==> src/rst_combiner_consts.vh <==
// Purpose: constants for the reset source combiner and its status register
// Assumes: 16-bit status word, plain register port
// Notes: bit positions and offsets used by reset_source_combiner_status
`ifndef RST_COMBINER_CONSTS_VH
`define RST_COMBINER_CONSTS_VH
`define RCS_ADDR_W 4
`define RCS_ADDR_STATUS 4'h0
`define RCS_ADDR_OSC 4'h1
`define RCS_BIT_POR 0
`define RCS_BIT_BOR 1
`define RCS_BIT_IDLE 2
`define RCS_BIT_SLEEP 3
`define RCS_BIT_WATCHDOG_TIMEOUT_FLAG 4
`define RCS_BIT_WATCHDOG_SOFT_ENABLE 5
`define RCS_BIT_SWR 6
`define RCS_BIT_EXT_PIN_RESET_FLAG 7
`define RCS_BIT_MAIN_REGULATOR_SLEEP_CTL 8
`define RCS_BIT_CM 9
`define RCS_BIT_FLASH_REGULATOR_SLEEP_CTL 11
`define RCS_BIT_IOPU 14
`define RCS_BIT_TRAP 15
`define RCS_IMPL_MASK 16'hCBFF
`define RCS_POR_VALUE 16'h0003
`define RCS_NEW_OSC_FIELD_LSB 8
`define RCS_NEW_OSC_FIELD_MSB 10
`define RCS_ZERO16 16'h0000
`define RCS_SRC_W 7
`define RCS_SRC_BOR 0
`define RCS_SRC_WATCHDOG_TIMEOUT_FLAG 1
`define RCS_SRC_SWR 2
`define RCS_SRC_EXT_PIN_RESET_FLAG 3
`define RCS_SRC_CM 4
`define RCS_SRC_IOPU 5
`define RCS_SRC_TRAP 6
`define RCS_SRC_IDLE 7'h00
`define RCS_OSC_W 3
`define RCS_OSC_RESET 3'h0
`define RCS_HOLE_HI 2'h0
`define RCS_ON 1'b1
`define RCS_OFF 1'b0
`endif

==> src/reset_source_combiner_status.v <==
// Purpose: combine reset sources into one system reset and keep the reset cause word
// Assumes: reset source inputs are asynchronous levels; config inputs are static
// Notes: rst is the power-on reset of this block itself
`timescale 1ns/1ps
`include "rst_combiner_consts.vh"
module reset_source_combiner_status (
	input wire clk,
	input wire rst,
	input wire brown_out_req,
	input wire master_clear_pin_n,
	input wire soft_reset_req,
	input wire watchdog_timeout_req,
	input wire config_mismatch_req,
	input wire trap_conflict_req,
	input wire illegal_access_req,
	input wire sleep_wake,
	input wire idle_wake,
	input wire [2:0] initial_osc_select,
	input wire watchdog_config_enable,
	input wire [`RCS_ADDR_W-1:0] addr,
	input wire [15:0] wdata,
	input wire wr_en,
	input wire rd_en,
	output reg [15:0] rdata,
	output wire master_system_reset,
	output wire watchdog_enable,
	output wire flash_regulator_sleep_ctl,
	output wire main_regulator_sleep_ctl,
	output wire [2:0] new_osc_field
);
	// levels from detectors and pads are asynchronous to clk
	reg [`RCS_SRC_W-1:0] src_meta_ff;
	reg [`RCS_SRC_W-1:0] src_sync_ff;
	reg [`RCS_SRC_W-1:0] src_prev_ff;
	reg rst_seen_ff;
	reg por_flag_ff;
	reg brown_out_flag_ff;
	reg idle_flag_ff;
	reg sleep_flag_ff;
	reg watchdog_timeout_flag_ff;
	reg watchdog_soft_enable_ff;
	reg soft_reset_flag_ff;
	reg ext_pin_reset_flag_ff;
	reg main_regulator_sleep_ctl_ff;
	reg config_mismatch_flag_ff;
	reg flash_regulator_sleep_ctl_ff;
	reg illegal_access_flag_ff;
	reg trap_conflict_flag_ff;
	reg [`RCS_OSC_W-1:0] osc_sel_ff;
	reg nxt_por_flag;
	reg nxt_brown_out_flag;
	reg nxt_idle_flag;
	reg nxt_sleep_flag;
	reg nxt_watchdog_timeout_flag;
	reg nxt_watchdog_soft_enable;
	reg nxt_soft_reset_flag;
	reg nxt_ext_pin_reset_flag;
	reg nxt_main_regulator_sleep_ctl;
	reg nxt_config_mismatch_flag;
	reg nxt_flash_regulator_sleep_ctl;
	reg nxt_illegal_access_flag;
	reg nxt_trap_conflict_flag;
	reg [`RCS_OSC_W-1:0] nxt_osc_sel;
	reg [15:0] nxt_rdata;
	wire [`RCS_SRC_W-1:0] src_raw;
	wire [`RCS_SRC_W-1:0] src_rise;
	wire any_src;
	wire status_wr;
	wire [15:0] status_word;
	wire [15:0] osc_word;
	wire bor_set;
	wire watchdog_timeout_flag_set;
	wire swr_set;
	wire ext_pin_reset_flag_set;
	wire cm_set;
	wire iopu_set;
	wire trap_set;
	wire sleep_set;
	wire idle_set;

	// set wins: a cause in the cycle of a software clear still leaves its flag up
	function next_flag(input cur, input wr_hit, input wbit, input hw_set);
		next_flag = hw_set | (wr_hit ? wbit : cur);
	endfunction

	function is_status_addr(input [`RCS_ADDR_W-1:0] a);
		is_status_addr = (a == `RCS_ADDR_STATUS);
	endfunction

	function is_osc_addr(input [`RCS_ADDR_W-1:0] a);
		is_osc_addr = (a == `RCS_ADDR_OSC);
	endfunction

	function [15:0] pack_osc(input [`RCS_OSC_W-1:0] sel);
		pack_osc = `RCS_ZERO16 | (sel << `RCS_NEW_OSC_FIELD_LSB);
	endfunction

	// the clear pin is active low; every source is high here while active
	assign src_raw[`RCS_SRC_BOR] = brown_out_req;
	assign src_raw[`RCS_SRC_WATCHDOG_TIMEOUT_FLAG] = watchdog_timeout_req;
	assign src_raw[`RCS_SRC_SWR] = soft_reset_req;
	assign src_raw[`RCS_SRC_EXT_PIN_RESET_FLAG] = ~master_clear_pin_n;
	assign src_raw[`RCS_SRC_CM] = config_mismatch_req;
	assign src_raw[`RCS_SRC_IOPU] = illegal_access_req;
	assign src_raw[`RCS_SRC_TRAP] = trap_conflict_req;

	always @(posedge clk or posedge rst) begin
		if (rst) begin
			src_meta_ff <= `RCS_SRC_IDLE;
			src_sync_ff <= `RCS_SRC_IDLE;
			src_prev_ff <= `RCS_SRC_IDLE;
		end else begin
			src_meta_ff <= src_raw;
			src_sync_ff <= src_meta_ff;
			src_prev_ff <= src_sync_ff;
		end
	end

	// a held source sets its flag once, on the rise of its synced level
	assign src_rise = src_sync_ff & ~src_prev_ff;
	assign any_src = |src_sync_ff;
	assign master_system_reset = any_src | rst_seen_ff;

	// power-on counts as a one-cycle system reset after release
	always @(posedge clk or posedge rst) begin
		if (rst) begin
			rst_seen_ff <= `RCS_ON;
		end else begin
			rst_seen_ff <= `RCS_OFF;
		end
	end

	assign status_wr = wr_en & is_status_addr(addr);

	// wake pulses come from power control logic on clk, so no synchroniser
	assign bor_set = src_rise[`RCS_SRC_BOR];
	assign watchdog_timeout_flag_set = src_rise[`RCS_SRC_WATCHDOG_TIMEOUT_FLAG];
	assign swr_set = src_rise[`RCS_SRC_SWR];
	assign ext_pin_reset_flag_set = src_rise[`RCS_SRC_EXT_PIN_RESET_FLAG];
	assign cm_set = src_rise[`RCS_SRC_CM];
	assign iopu_set = src_rise[`RCS_SRC_IOPU];
	assign trap_set = src_rise[`RCS_SRC_TRAP];
	assign sleep_set = sleep_wake;
	assign idle_set = idle_wake;

	// the power-on flag has no hardware set besides rst itself
	always @* begin
		nxt_por_flag = next_flag(por_flag_ff, status_wr,
			wdata[`RCS_BIT_POR], `RCS_OFF);
	end

	always @(posedge clk or posedge rst) begin
		if (rst) begin
			por_flag_ff <= `RCS_ON;
		end else begin
			por_flag_ff <= nxt_por_flag;
		end
	end

	always @* begin
		nxt_brown_out_flag = next_flag(brown_out_flag_ff, status_wr,
			wdata[`RCS_BIT_BOR], bor_set);
	end

	always @(posedge clk or posedge rst) begin
		if (rst) begin
			brown_out_flag_ff <= `RCS_ON;
		end else begin
			brown_out_flag_ff <= nxt_brown_out_flag;
		end
	end

	always @* begin
		nxt_idle_flag = next_flag(idle_flag_ff, status_wr,
			wdata[`RCS_BIT_IDLE], idle_set);
	end

	always @(posedge clk or posedge rst) begin
		if (rst) begin
			idle_flag_ff <= `RCS_OFF;
		end else begin
			idle_flag_ff <= nxt_idle_flag;
		end
	end

	always @* begin
		nxt_sleep_flag = next_flag(sleep_flag_ff, status_wr,
			wdata[`RCS_BIT_SLEEP], sleep_set);
	end

	always @(posedge clk or posedge rst) begin
		if (rst) begin
			sleep_flag_ff <= `RCS_OFF;
		end else begin
			sleep_flag_ff <= nxt_sleep_flag;
		end
	end

	always @* begin
		nxt_watchdog_timeout_flag = next_flag(watchdog_timeout_flag_ff, status_wr,
			wdata[`RCS_BIT_WATCHDOG_TIMEOUT_FLAG], watchdog_timeout_flag_set);
	end

	always @(posedge clk or posedge rst) begin
		if (rst) begin
			watchdog_timeout_flag_ff <= `RCS_OFF;
		end else begin
			watchdog_timeout_flag_ff <= nxt_watchdog_timeout_flag;
		end
	end

	always @* begin
		nxt_watchdog_soft_enable = next_flag(watchdog_soft_enable_ff, status_wr,
			wdata[`RCS_BIT_WATCHDOG_SOFT_ENABLE], `RCS_OFF);
	end

	always @(posedge clk or posedge rst) begin
		if (rst) begin
			watchdog_soft_enable_ff <= `RCS_OFF;
		end else begin
			watchdog_soft_enable_ff <= nxt_watchdog_soft_enable;
		end
	end

	always @* begin
		nxt_soft_reset_flag = next_flag(soft_reset_flag_ff, status_wr,
			wdata[`RCS_BIT_SWR], swr_set);
	end

	always @(posedge clk or posedge rst) begin
		if (rst) begin
			soft_reset_flag_ff <= `RCS_OFF;
		end else begin
			soft_reset_flag_ff <= nxt_soft_reset_flag;
		end
	end

	always @* begin
		nxt_ext_pin_reset_flag = next_flag(ext_pin_reset_flag_ff, status_wr,
			wdata[`RCS_BIT_EXT_PIN_RESET_FLAG], ext_pin_reset_flag_set);
	end

	always @(posedge clk or posedge rst) begin
		if (rst) begin
			ext_pin_reset_flag_ff <= `RCS_OFF;
		end else begin
			ext_pin_reset_flag_ff <= nxt_ext_pin_reset_flag;
		end
	end

	always @* begin
		nxt_main_regulator_sleep_ctl = next_flag(main_regulator_sleep_ctl_ff, status_wr,
			wdata[`RCS_BIT_MAIN_REGULATOR_SLEEP_CTL], `RCS_OFF);
	end

	always @(posedge clk or posedge rst) begin
		if (rst) begin
			main_regulator_sleep_ctl_ff <= `RCS_OFF;
		end else begin
			main_regulator_sleep_ctl_ff <= nxt_main_regulator_sleep_ctl;
		end
	end

	always @* begin
		nxt_config_mismatch_flag = next_flag(config_mismatch_flag_ff, status_wr,
			wdata[`RCS_BIT_CM], cm_set);
	end

	always @(posedge clk or posedge rst) begin
		if (rst) begin
			config_mismatch_flag_ff <= `RCS_OFF;
		end else begin
			config_mismatch_flag_ff <= nxt_config_mismatch_flag;
		end
	end

	always @* begin
		nxt_flash_regulator_sleep_ctl = next_flag(flash_regulator_sleep_ctl_ff, status_wr,
			wdata[`RCS_BIT_FLASH_REGULATOR_SLEEP_CTL], `RCS_OFF);
	end

	always @(posedge clk or posedge rst) begin
		if (rst) begin
			flash_regulator_sleep_ctl_ff <= `RCS_OFF;
		end else begin
			flash_regulator_sleep_ctl_ff <= nxt_flash_regulator_sleep_ctl;
		end
	end

	always @* begin
		nxt_illegal_access_flag = next_flag(illegal_access_flag_ff, status_wr,
			wdata[`RCS_BIT_IOPU], iopu_set);
	end

	always @(posedge clk or posedge rst) begin
		if (rst) begin
			illegal_access_flag_ff <= `RCS_OFF;
		end else begin
			illegal_access_flag_ff <= nxt_illegal_access_flag;
		end
	end

	always @* begin
		nxt_trap_conflict_flag = next_flag(trap_conflict_flag_ff, status_wr,
			wdata[`RCS_BIT_TRAP], trap_set);
	end

	always @(posedge clk or posedge rst) begin
		if (rst) begin
			trap_conflict_flag_ff <= `RCS_OFF;
		end else begin
			trap_conflict_flag_ff <= nxt_trap_conflict_flag;
		end
	end

	// the config select is static, so it is copied without a synchroniser
	always @* begin
		nxt_osc_sel = osc_sel_ff;
		if (master_system_reset) begin
			nxt_osc_sel = initial_osc_select;
		end
	end

	always @(posedge clk or posedge rst) begin
		if (rst) begin
			osc_sel_ff <= `RCS_OSC_RESET;
		end else begin
			osc_sel_ff <= nxt_osc_sel;
		end
	end

	assign osc_word = pack_osc(osc_sel_ff);
	// holes are not stored at all, so they cannot hold a written one
	assign status_word = {
		trap_conflict_flag_ff,
		illegal_access_flag_ff,
		`RCS_HOLE_HI,
		flash_regulator_sleep_ctl_ff,
		`RCS_OFF,
		config_mismatch_flag_ff,
		main_regulator_sleep_ctl_ff,
		ext_pin_reset_flag_ff,
		soft_reset_flag_ff,
		watchdog_soft_enable_ff,
		watchdog_timeout_flag_ff,
		sleep_flag_ff,
		idle_flag_ff,
		brown_out_flag_ff,
		por_flag_ff
	};

	// read data stand for one cycle only and are zero otherwise
	always @* begin
		nxt_rdata = `RCS_ZERO16;
		if (rd_en) begin
			if (is_status_addr(addr)) begin
				nxt_rdata = status_word;
			end else if (is_osc_addr(addr)) begin
				nxt_rdata = osc_word;
			end
		end
	end

	always @(posedge clk or posedge rst) begin
		if (rst) begin
			rdata <= `RCS_ZERO16;
		end else begin
			rdata <= nxt_rdata;
		end
	end

	assign new_osc_field = osc_sel_ff;
	assign watchdog_enable = watchdog_soft_enable_ff | watchdog_config_enable;
	assign flash_regulator_sleep_ctl = flash_regulator_sleep_ctl_ff;
	assign main_regulator_sleep_ctl = main_regulator_sleep_ctl_ff;
endmodule

==> config.mk <==
export PLATFORM = sky130hd
export DESIGN_NAME = reset_source_combiner_status
export DESIGN_NICKNAME = d
export VERILOG_FILES = /design/src/reset_source_combiner_status.v
export VERILOG_INCLUDE_DIRS = /design/src
export SDC_FILE = /design/constraint.sdc
export NUM_CORES = 1
export LEC_CHECK = 0
export BUFFER_PORTS_ARGS = -buffer_cell sky130_fd_sc_hd__buf_4
export CAP_MARGIN = 30
export CORE_ASPECT_RATIO = 0.9
export CORE_MARGIN = 5
export CORE_UTILIZATION = 52
export CTS_CLUSTER_DIAMETER = 120
export DETAILED_ROUTE_END_ITERATION = 10
export PLACE_DENSITY = 0.82
export SLEW_MARGIN = 10
export SYNTH_ARGS = -nofsm -noshare
export SYNTH_HDL_FRONTEND = slang
export SYNTH_SLANG_ARGS = --single-unit
==> constraint.sdc <==
create_clock -name clk -period 3.59 [get_ports clk]
set_input_delay 0.1795 -clock clk [delete_from_list [all_inputs] [get_ports clk]]
set_output_delay 0.1795 -clock clk [all_outputs]
set_load 0.01 [all_outputs]
==> results of run 1 <==
cells by family (layout without fill, tap and decap cells):
family / count (synthesis) / after routing
DFF: 52 / 52
buffers and inverters: 13 / 79
other: 1 / 3
and+or+nand+nor: 30 / 30
AOI/OAI and AO/OA: 11 / 11
muxes: 7 / 7
final cells by class:
| class | count | area, µm² | share of cell area |
|---|---|---|---|
| inverters | 9 | 33.8 | 0.0141 |
| well taps | 44 | 55.1 | 0.0229 |
| multi-input cells | 51 | 423 | 0.176 |
| repair buffers | 62 | 495 | 0.206 |
| clock buffers | 8 | 90.1 | 0.0375 |
| flip-flops and latches | 52 | 1310 | 0.543 |
worst min path at each step:
stage / from / endpoint / slack [ns] / cells after the start
finish: master_clear_pin_n / src_meta_ff[3] / 0.02 / 2
global route: master_clear_pin_n / src_meta_ff[3] / 0.008 / 2
CTS: master_clear_pin_n / src_meta_ff[3] / 0.007 / 2
detailed placement: rst / src_meta_ff[5] / 0.24 / 2
global placement: brown_out_req / src_meta_ff[0] / 0.29 / 1
floorplan: brown_out_req / src_meta_ff[0] / 0.21 / 0
metrics by stage:
stage               cells  setup WS (ns)
floorplan             116           2.16
global route          226           1.91
global placement      210           1.97
CTS                   226           1.98
finish                226           2.01
detailed placement    211           2.00
cells in the final DEF, fill, tap and decap left out:
cell and instances:
buf_12 1, and3_2 9, clkbuf_1 2, clkbuf_8 6
dfrtp_1 49, a211o_1 2, mux2_4 1, or2_2 1
dfstp_2 3, inv_1 8, nand2_1 1, buf_4 54
mux2_2 6, dlygate4sd3_1 7, and4b_1 1, a22o_1 2
and2_1 12, nor4_1 2, nor2_1 1, and4bb_2 1
inv_2 1, a221o_1 7, nand2_4 1, conb_1 3
nor4_4 1
metal layers:
metal,up-vias,GRT usage,share of wire
li1,516,-,-
met1,549,0.200,0.38
met2,33,0.263,0.53
met3,3,0.0581,0.083
met4,0,0.0634,0.011
met5,-,0,0
sequential cells by signal, summed over array words and instances, names as in the netlist, 3 cells and up:
register,cells
src_sync_ff,7
src_prev_ff,7
src_meta_ff,7
rdata,14
new_osc_field,3
power breakdown:
part           leakage [nW]  internal (mW)  switching [mW]
registers             0.616          0.621          0.0172
clock network        0.0455          0.157           0.168
logic                 0.541         0.0634          0.0414
total                  1.20          0.841           0.227
what timing repair did:
action | in CTS | in global routing
hold buffers | 7 | 0
endpoints found under the hold margin | 26 | 0
setup buffers | 0 | 0
==> results.toml, run 1 <==
[critical_path]
critPathMaxFanout = 4
crit_chain = "nor4_1, nand2_1, buf_4"
max_stage_delay_ns = 0.40
rrSetupSlack_ns = 2.26
reg2reg_from = "src_sync_ff[0]"
worstPathRequired_ns = 3.41
r2r_end = "new_osc_field[2]"
critPathKind = "reg2out"
path_buf_inv = 1
worstSetupStartpointType = "flip-flop"
critical_path_depth = 3
critPathLaunch = "src_sync_ff[0]"
worst_path_dominant_cell_family = "simple AND/OR/NAND/NOR gates"
cp_slowest_cell = "dfrtp_1"
reg2reg_depth = 3
worstPathArrival_ns = 1.40
endpoint = "master_system_reset"
crit_path_end_kind = "primary output"

[cells_and_area]
final_util = 0.716
area_growth_pct = 34.6
drive_gt1_frac = 0.467
n_fill_cell = 236
nets = 218
fin_area_um2 = 2400
antenna_cells = 0

[synth]
synth_top_family_by_area = "simple AND/OR/NAND/NOR gates"
synth_seq_area_share = 0.731
avgSynthCellArea_um2 = 15.7
syn_inst = 114
yosysWarnings = 0
synthArstFlopShare = 1.00
synthTopCellsByArea = "dfrtp_1, dfstp_2, and2_1, a221o_1, and3_2"
synth_edf_count = 0
synth_cell_types = 22
syn-cell-area_um2 = 1780
synthXorXnorAreaFrac = 0
synth_compound_area_frac = 0.0589
yosys.area_share.simple = 0.126
synth_ff_type = "dfrtp_1"
synth_top_area_share = 0.687
synth_largest_area_cell = "dfrtp_1"
post-synth-top-count-cell = "dfrtp_1"
ys_ff_latch = 52
yosys-top-cells-count = "dfrtp_1, and2_1, and3_2, inv_1, a221o_1"
synthMuxAreaShare = 0.0463
synth_fa_ha_area_frac = 0

[timing]
rsz0062_at_grt = "no"
finalHoldViolations = 0
slew_headroom = 0.606
min_period_ns = 1.58
drv_slew = 0
fin_hold_ws_ns = 0.0187
max_clock_freq_mhz = 634
finalSetupTns_ns = 0
post-route-period-util = 0.439
setup_viol = 0
worst_pin_slew_ns = 0.586
skew_ns = 0.00721

[route]
drt_iter0_markers = 57
avgViaCountPerCell = 4.87
wirelength_mm = 3.27
drc = 0
vias = 1101
dr.pass1.iters = 4
ant_nets = 0
wl_per_cell_um = 14.5

[hold_path]
hp-class = "in2reg"

[run_status]
status = "finished, final reports clean"

[die]
dieArea_um2 = 4700
core-area_um2 = 3350
fp.dieW_um = 71.7
dieHeight_um = 65.6
num_rows = 20
start_util = 0.532
io_pins = 60

[power_and_ir_drop]
powerDensity_nw_per_um2 = 445
power_mw = 1.07
irDropWorstVdd_mv = 0.326
leakagePower_nw = 1.20

[global_routing]
grt_max_degree = 32
antenna_found_initial = 0
overflow = 0
grt_pass1_vias = 1222
grt_pass1_wl_mm = 5.78
grt_usage = 0.163

[place]
dpl_cell_area_um2 = 2240
gp_congestion = 0.799
io_buffers = 54

[clock_tree]
cts_buffers = 5
cts.sinks = 52
clockRootBuffer = "clkbuf_8"
cts_max_path_buffers = 2
htree_num_levels = 2
clkTransAtPathRegs_ns = 0.08
clock_latency_ns = 0.30
cts_resized = 0
cts_tree = "done"

[job]
drv_cap = 0
Note: power is estimated with default switching activity, not from simulation.
==> run 2, diff against run 1 <==
- CORE_UTILIZATION: 52 -> 44
- PLACE_DENSITY: 0.82 -> 0.74
- clock period: 3.59 -> 1.4 ns (I/O delays scaled with it)
==> run 2 against run 1 <==
Against the previous run:
- final cell count is 8.0% higher
- sequential power grew to 2.6 times the previous value
- clock skew is essentially flat
- register-to-register slack got worse by 2.2 ns
- combinational power grew to 2.8 times the previous value
- non-clock buffer count grew 14
- via count rose by 4.2%
- design area increased by 6.1%
- critical path depth rose by 1
- core utilization shrank 7.8 points
- die area grew 15%
- critical endpoint is now new_osc_field[2]
- largest power group unchanged
==> results.toml, run 2 (same netlist as run 1, synthesis figures left out) <==
[run_status]
status = "finished, final reports clean"

[global_routing]
grt_max_degree = 53
grt_pass1_vias = 1268
antenna_found_initial = 0
overflow = 0
grt_pass1_wl_mm = 6.11
grt_usage = 0.145

[timing]
finalHoldViolations = 0
setup_viol = 0
post-route-period-util = 0.970
drv_slew = 0
max_clock_freq_mhz = 737
rsz0062_at_grt = "yes"
skew_ns = 0.00695
fin_hold_ws_ns = 0.120
min_period_ns = 1.36

[cells_and_area]
layout_commonest_cell = "buf_4"
regMostFlops = "rdata"
largest_reg_flops = 14
nets = 232
n_fill_cell = 300
antenna_cells = 0
drive_gt1_frac = 0.464
area_growth_pct = 42.9
final_cell_mix = "buf_4, dfrtp_1, dlygate4sd3_1"
fin_cells = 244

[critical_path]
crit_chain = "nor4_2, nand2_1, buf_4, mux2_2"
reg2reg_from = "src_sync_ff[3]"
critPathLaunch = "src_sync_ff[3]"
critPathMaxFanout = 3
max_stage_delay_ns = 0.40
critPathKind = "reg2reg"
worstPathArrival_ns = 1.55
cp_slowest_cell = "dfrtp_1"
worstSetupStartpointType = "flip-flop"
crit_path_end_kind = "flip-flop"
rrSetupSlack_ns = 0.04
r2r_end = "new_osc_field[2]"
reg2reg_depth = 4
worstPathRequired_ns = 1.59

[route]
wl_per_cell_um = 14.9
avgViaCountPerCell = 4.70
dr.pass1.iters = 4
vias = 1147
drc = 0
ant_nets = 0
drt_iter0_markers = 62
wirelength_mm = 3.65

[clock_tree]
cts_max_path_buffers = 2
cts.sinks = 52
cts_tree = "done"
cts_buffers = 5
clkTransAtPathRegs_ns = 0.08
htree_num_levels = 2
clock_latency_ns = 0.30
clockRootBuffer = "clkbuf_8"

[die]
num_rows = 22
dieArea_um2 = 5430
io_pins = 60
dieHeight_um = 70.4
core-area_um2 = 3990
fp.dieW_um = 77.1
start_util = 0.447

[power_and_ir_drop]
powerDensity_nw_per_um2 = 1090
irDropWorstVdd_mv = 0.876
leakagePower_nw = 1.26

[place]
dp_cells = 216
dp_hpwl_mm = 2.53
io_buffers = 54
gp_congestion = 0.708

[hold_path]
hold_depth = 3
holdPathEnd = "ext_pin_reset_flag_ff"
hp-start = "wdata[7]"
hp-class = "in2reg"

[job]
drv_cap = 0
## run 2: repair_timing
item,4_1_cts,5_1_grt
hold buffers,16,1
pin swaps,1,2
cloned,0,0
setup endpoints to repair,1,4
setup buffers,1,2
resized for setup,1,1
endpoints found under the hold margin,64,1
## run 2: metrics by stage
| step | area [µm²] | setup slack (ns) | utilization | TNS [ns] | power [mW] |
|---|---|---|---|---|---|
| 3_3_place_gp | 2250 | 0.0845 | 0.565 | 0 | 1.91 |
| 2_1_floorplan | 1790 | 0.0771 | - | 0 | 1.77 |
| 4_1_cts | 2520 | 0.0142 | 0.631 | 0 | 2.82 |
| 5_1_grt | 2550 | -0.0465 | 0.639 | -0.160 | 2.92 |
| 3_5_place_dp | 2250 | 0.0473 | 0.565 | 0 | 1.93 |
| 6_report | 2550 | 0.0423 | 0.639 | 0 | 2.78 |
## run 2: area by class of cell
type	count	area [µm²]	share of cell area
sequential	52	1310	0.512
clock buffer	8	90.1	0.0353
multi-input combinational	51	435	0.171
timing repair buffer	76	626	0.245
tap	48	60.1	0.0236
inverter	9	33.8	0.0132
## run 2: how the worst max path moves through the flow
stage | cells after the start | end | slack [ns]
after global placement | 3 | new_osc_field[1] | 0.08
after detailed placement | 3 | new_osc_field[0] | 0.05
after floorplan | 1 | config_mismatch_flag_ff | 0.08
final | 4 | new_osc_field[2] | 0.04
after global routing | 3 | master_system_reset | -0.05
after CTS | 3 | master_system_reset | 0.01
## run 2: worst max-delay path, delay by kind of cell (launching register included)
family	cells	cell delay [ns]
buf+inv	1	0.16
mux	1	0.26
simple gates	2	0.43
flops	1	0.40
## run 2: metal layers
metal | global-route usage | wire length [µm] | vias up
met2 | 0.236 | 1810 | 41
met1 | 0.172 | 1500 | 558
met3 | 0.0683 | 303 | 5
li1 | - | - | 543
met4 | 0.0401 | 28 | 0
met5 | 0 | 0 | -
## run 2: report_power, final
group / internal [mW] / leakage (nW) / total (mW) / switching [mW]
Clock: 0.403 / 0.0455 / 0.842 / 0.439
Combinational: 0.186 / 0.603 / 0.299 / 0.113
Sequential: 1.59 / 0.616 / 1.64 / 0.0475
Total: 2.18 / 1.26 / 2.78 / 0.599
==> run 3, diff against run 2 <==
- CTS_BUF_LIST: unset -> sky130_fd_sc_hd__clkbuf_16
- SLEW_MARGIN: 10 -> 20
==> run 3 against run 2 <==
Against the previous run:
- die area did not move
- total power rose by 9.6%
- routed wire length rose by 0.80%
- sequential power barely moved
- core utilization fell by 0.50 points
- sequential share of layout area rose by 0.40 points
- combinational power fell by 5%
- highest routed layer unchanged
- first-iteration DRC count fell by 3.2%
- largest cell class unchanged
- clock power rose by 33%
- via count fell by 1.7%
- final cell count fell by 2.9%
- clock skew fell by 0.00074 ns
==> results.toml, run 3 (same netlist as run 1, synthesis figures left out) <==
[clock_tree]
clock_latency_ns = 0.28
htree_num_levels = 2
cts.sinks = 52
clockRootBuffer = "clkbuf_16"
cts_max_path_buffers = 2
clkTransAtPathRegs_ns = 0.06
cts_tree = "done"
cts_buffers = 5

[timing]
skew_ns = 0.00621
post-route-period-util = 0.958
max_clock_freq_mhz = 745
fin_hold_ws_ns = 0.0163
rsz0062_at_grt = "yes"
drv_slew = 0
finalHoldViolations = 0
setup_viol = 0
min_period_ns = 1.34

[cells_and_area]
final_cell_mix = "buf_4, dfrtp_1, and2_1"
area_growth_pct = 41.8
regMostFlops = "rdata"
antenna_cells = 0
largest_reg_flops = 14
nets = 225
drive_gt1_frac = 0.476
layout_commonest_cell = "buf_4"

[critical_path]
worstPathRequired_ns = 1.57
crit_path_end_kind = "flip-flop"
worstPathArrival_ns = 1.51
worstSetupStartpointType = "flip-flop"
path_buf_inv = 1
critPathMaxFanout = 3
worst_path_dominant_cell_family = "simple AND/OR/NAND/NOR gates"
crit_chain = "nor4_2, nand2_1, buf_6, mux2_2"
max_stage_delay_ns = 0.40
critPathKind = "reg2reg"
cp_slowest_cell = "dfrtp_1"

[route]
avgViaCountPerCell = 4.76
vias = 1127
wl_per_cell_um = 15.5
drt_iter0_markers = 60
ant_nets = 0
drc = 0
wirelength_mm = 3.68
dr.pass1.iters = 4

[die]
io_pins = 60
dieHeight_um = 70.4
num_rows = 22
fp.dieW_um = 77.1
start_util = 0.447
dieArea_um2 = 5430
core-area_um2 = 3990

[place]
gp_congestion = 0.708
io_buffers = 54
dp_hpwl_mm = 2.53

[hold_path]
hp-class = "in2reg"

[power_and_ir_drop]
power_frac_seq = 0.539
p_clk_frac = 0.368
power_mw = 3.05
p_sw_uw = 637
leakagePower_nw = 1.27
powerDensity_nw_per_um2 = 1200
power_frac_comb = 0.093
p_int_mw = 2.41
irDropWorstVdd_mv = 1.01
switching_share = 0.209

[global_routing]
overflow = 0
grt_max_degree = 53
grt_pass1_vias = 1247
grt_usage = 0.144
grt_pass1_wl_mm = 6.06
antenna_found_initial = 0

[job]
drv_cap = 0

[run_status]
status = "finished, final reports clean"
run 3: cell count changes in the layout (fill, tap and decap cells not counted), moves of 2 or more:
cell | previous run | this run
clkbuf_16 | 0 | 5
clkbuf_1 | 2 | 0
inv_1 | 8 | 10
clkbuf_8 | 6 | 0
dlygate4sd3_1 | 17 | 10
run 3: worst register-to-register path: stages (launching register included):
cell and delay [ns]:
dfrtp_1 0.40, nor4_2 0.29, nand2_1 0.13, buf_6 0.14
mux2_2 0.26
run 3: metal layers:
| metal | vias to the layer above | wire length (µm) | global-route usage | share of wire |
|---|---|---|---|---|
| li1 | 531 | - | - | - |
| met1 | 552 | 1520 | 0.172 | 0.41 |
| met2 | 39 | 1820 | 0.236 | 0.50 |
| met3 | 5 | 288 | 0.0631 | 0.078 |
| met4 | 0 | 44 | 0.0401 | 0.012 |
| met5 | - | 0 | 0 | 0 |
run 3: cell type report:
cell class	instances	area (µm²)
repair buffers	69	559
clock inverters	3	11.3
inverters	9	33.8
fillers	304	1460
well taps	48	60.1
flip-flops and latches	52	1310
clock buffers	5	125
multi-input cells	51	435
run 3: metrics by stage:
stage / setup WS [ns] / instances / TNS (ns) / instance area [µm²] / util
6_report: 0.0585 / 237 / 0 / 2530 / 0.634
2_1_floorplan: 0.0771 / 116 / 0 / 1790 / -
3_5_place_dp: 0.0473 / 216 / 0 / 2250 / 0.565
5_1_grt: -0.0307 / 237 / -0.109 / 2530 / 0.634
3_3_place_gp: 0.0845 / 216 / 0 / 2250 / 0.565
4_1_cts: 0.0189 / 235 / 0 / 2500 / 0.628
run 3: path summary, 6_finish.rpt:
| kind | slack [ns] | end | cells past startpoint | startpoint |
|---|---|---|---|---|
| max in group asynchronous | 0.73 | brown_out_flag_ff | 4 | rst |
| worst min-delay path | 0.02 | main_regulator_sleep_ctl | 2 | wdata[8] |
| worst min register to register | 0.35 | src_sync_ff[4] | 0 | src_meta_ff[4] |
| worst max-delay path | 0.06 | new_osc_field[2] | 4 | src_sync_ff[1] |
| worst max register to register | 0.06 | new_osc_field[2] | 4 | src_sync_ff[1] |
| min in group asynchronous | 0.40 | src_sync_ff[3] | 4 | rst |
run 3: timing repair:
| action | CTS | global route |
|---|---|---|
| endpoints found under the hold margin | 58 | 0 |
| hold buffers | 10 | 0 |
| endpoints found under the setup margin | 1 | 4 |
| gates resized for setup | 1 | 2 |
| pin swaps | 1 | 2 |
| buffers inserted | 1 | 2 |
run 3: power by group through the flow:
stage | Combinational (mW) | Sequential (mW) | Clock, mW
after global routing | 0.312 | 1.65 | 1.22
after CTS | 0.283 | 1.64 | 1.15
final | 0.284 | 1.64 | 1.12
after detailed placement | 0.260 | 1.67 | 0
after global placement | 0.252 | 1.66 | 0
after floorplan | 0.102 | 1.66 | 0
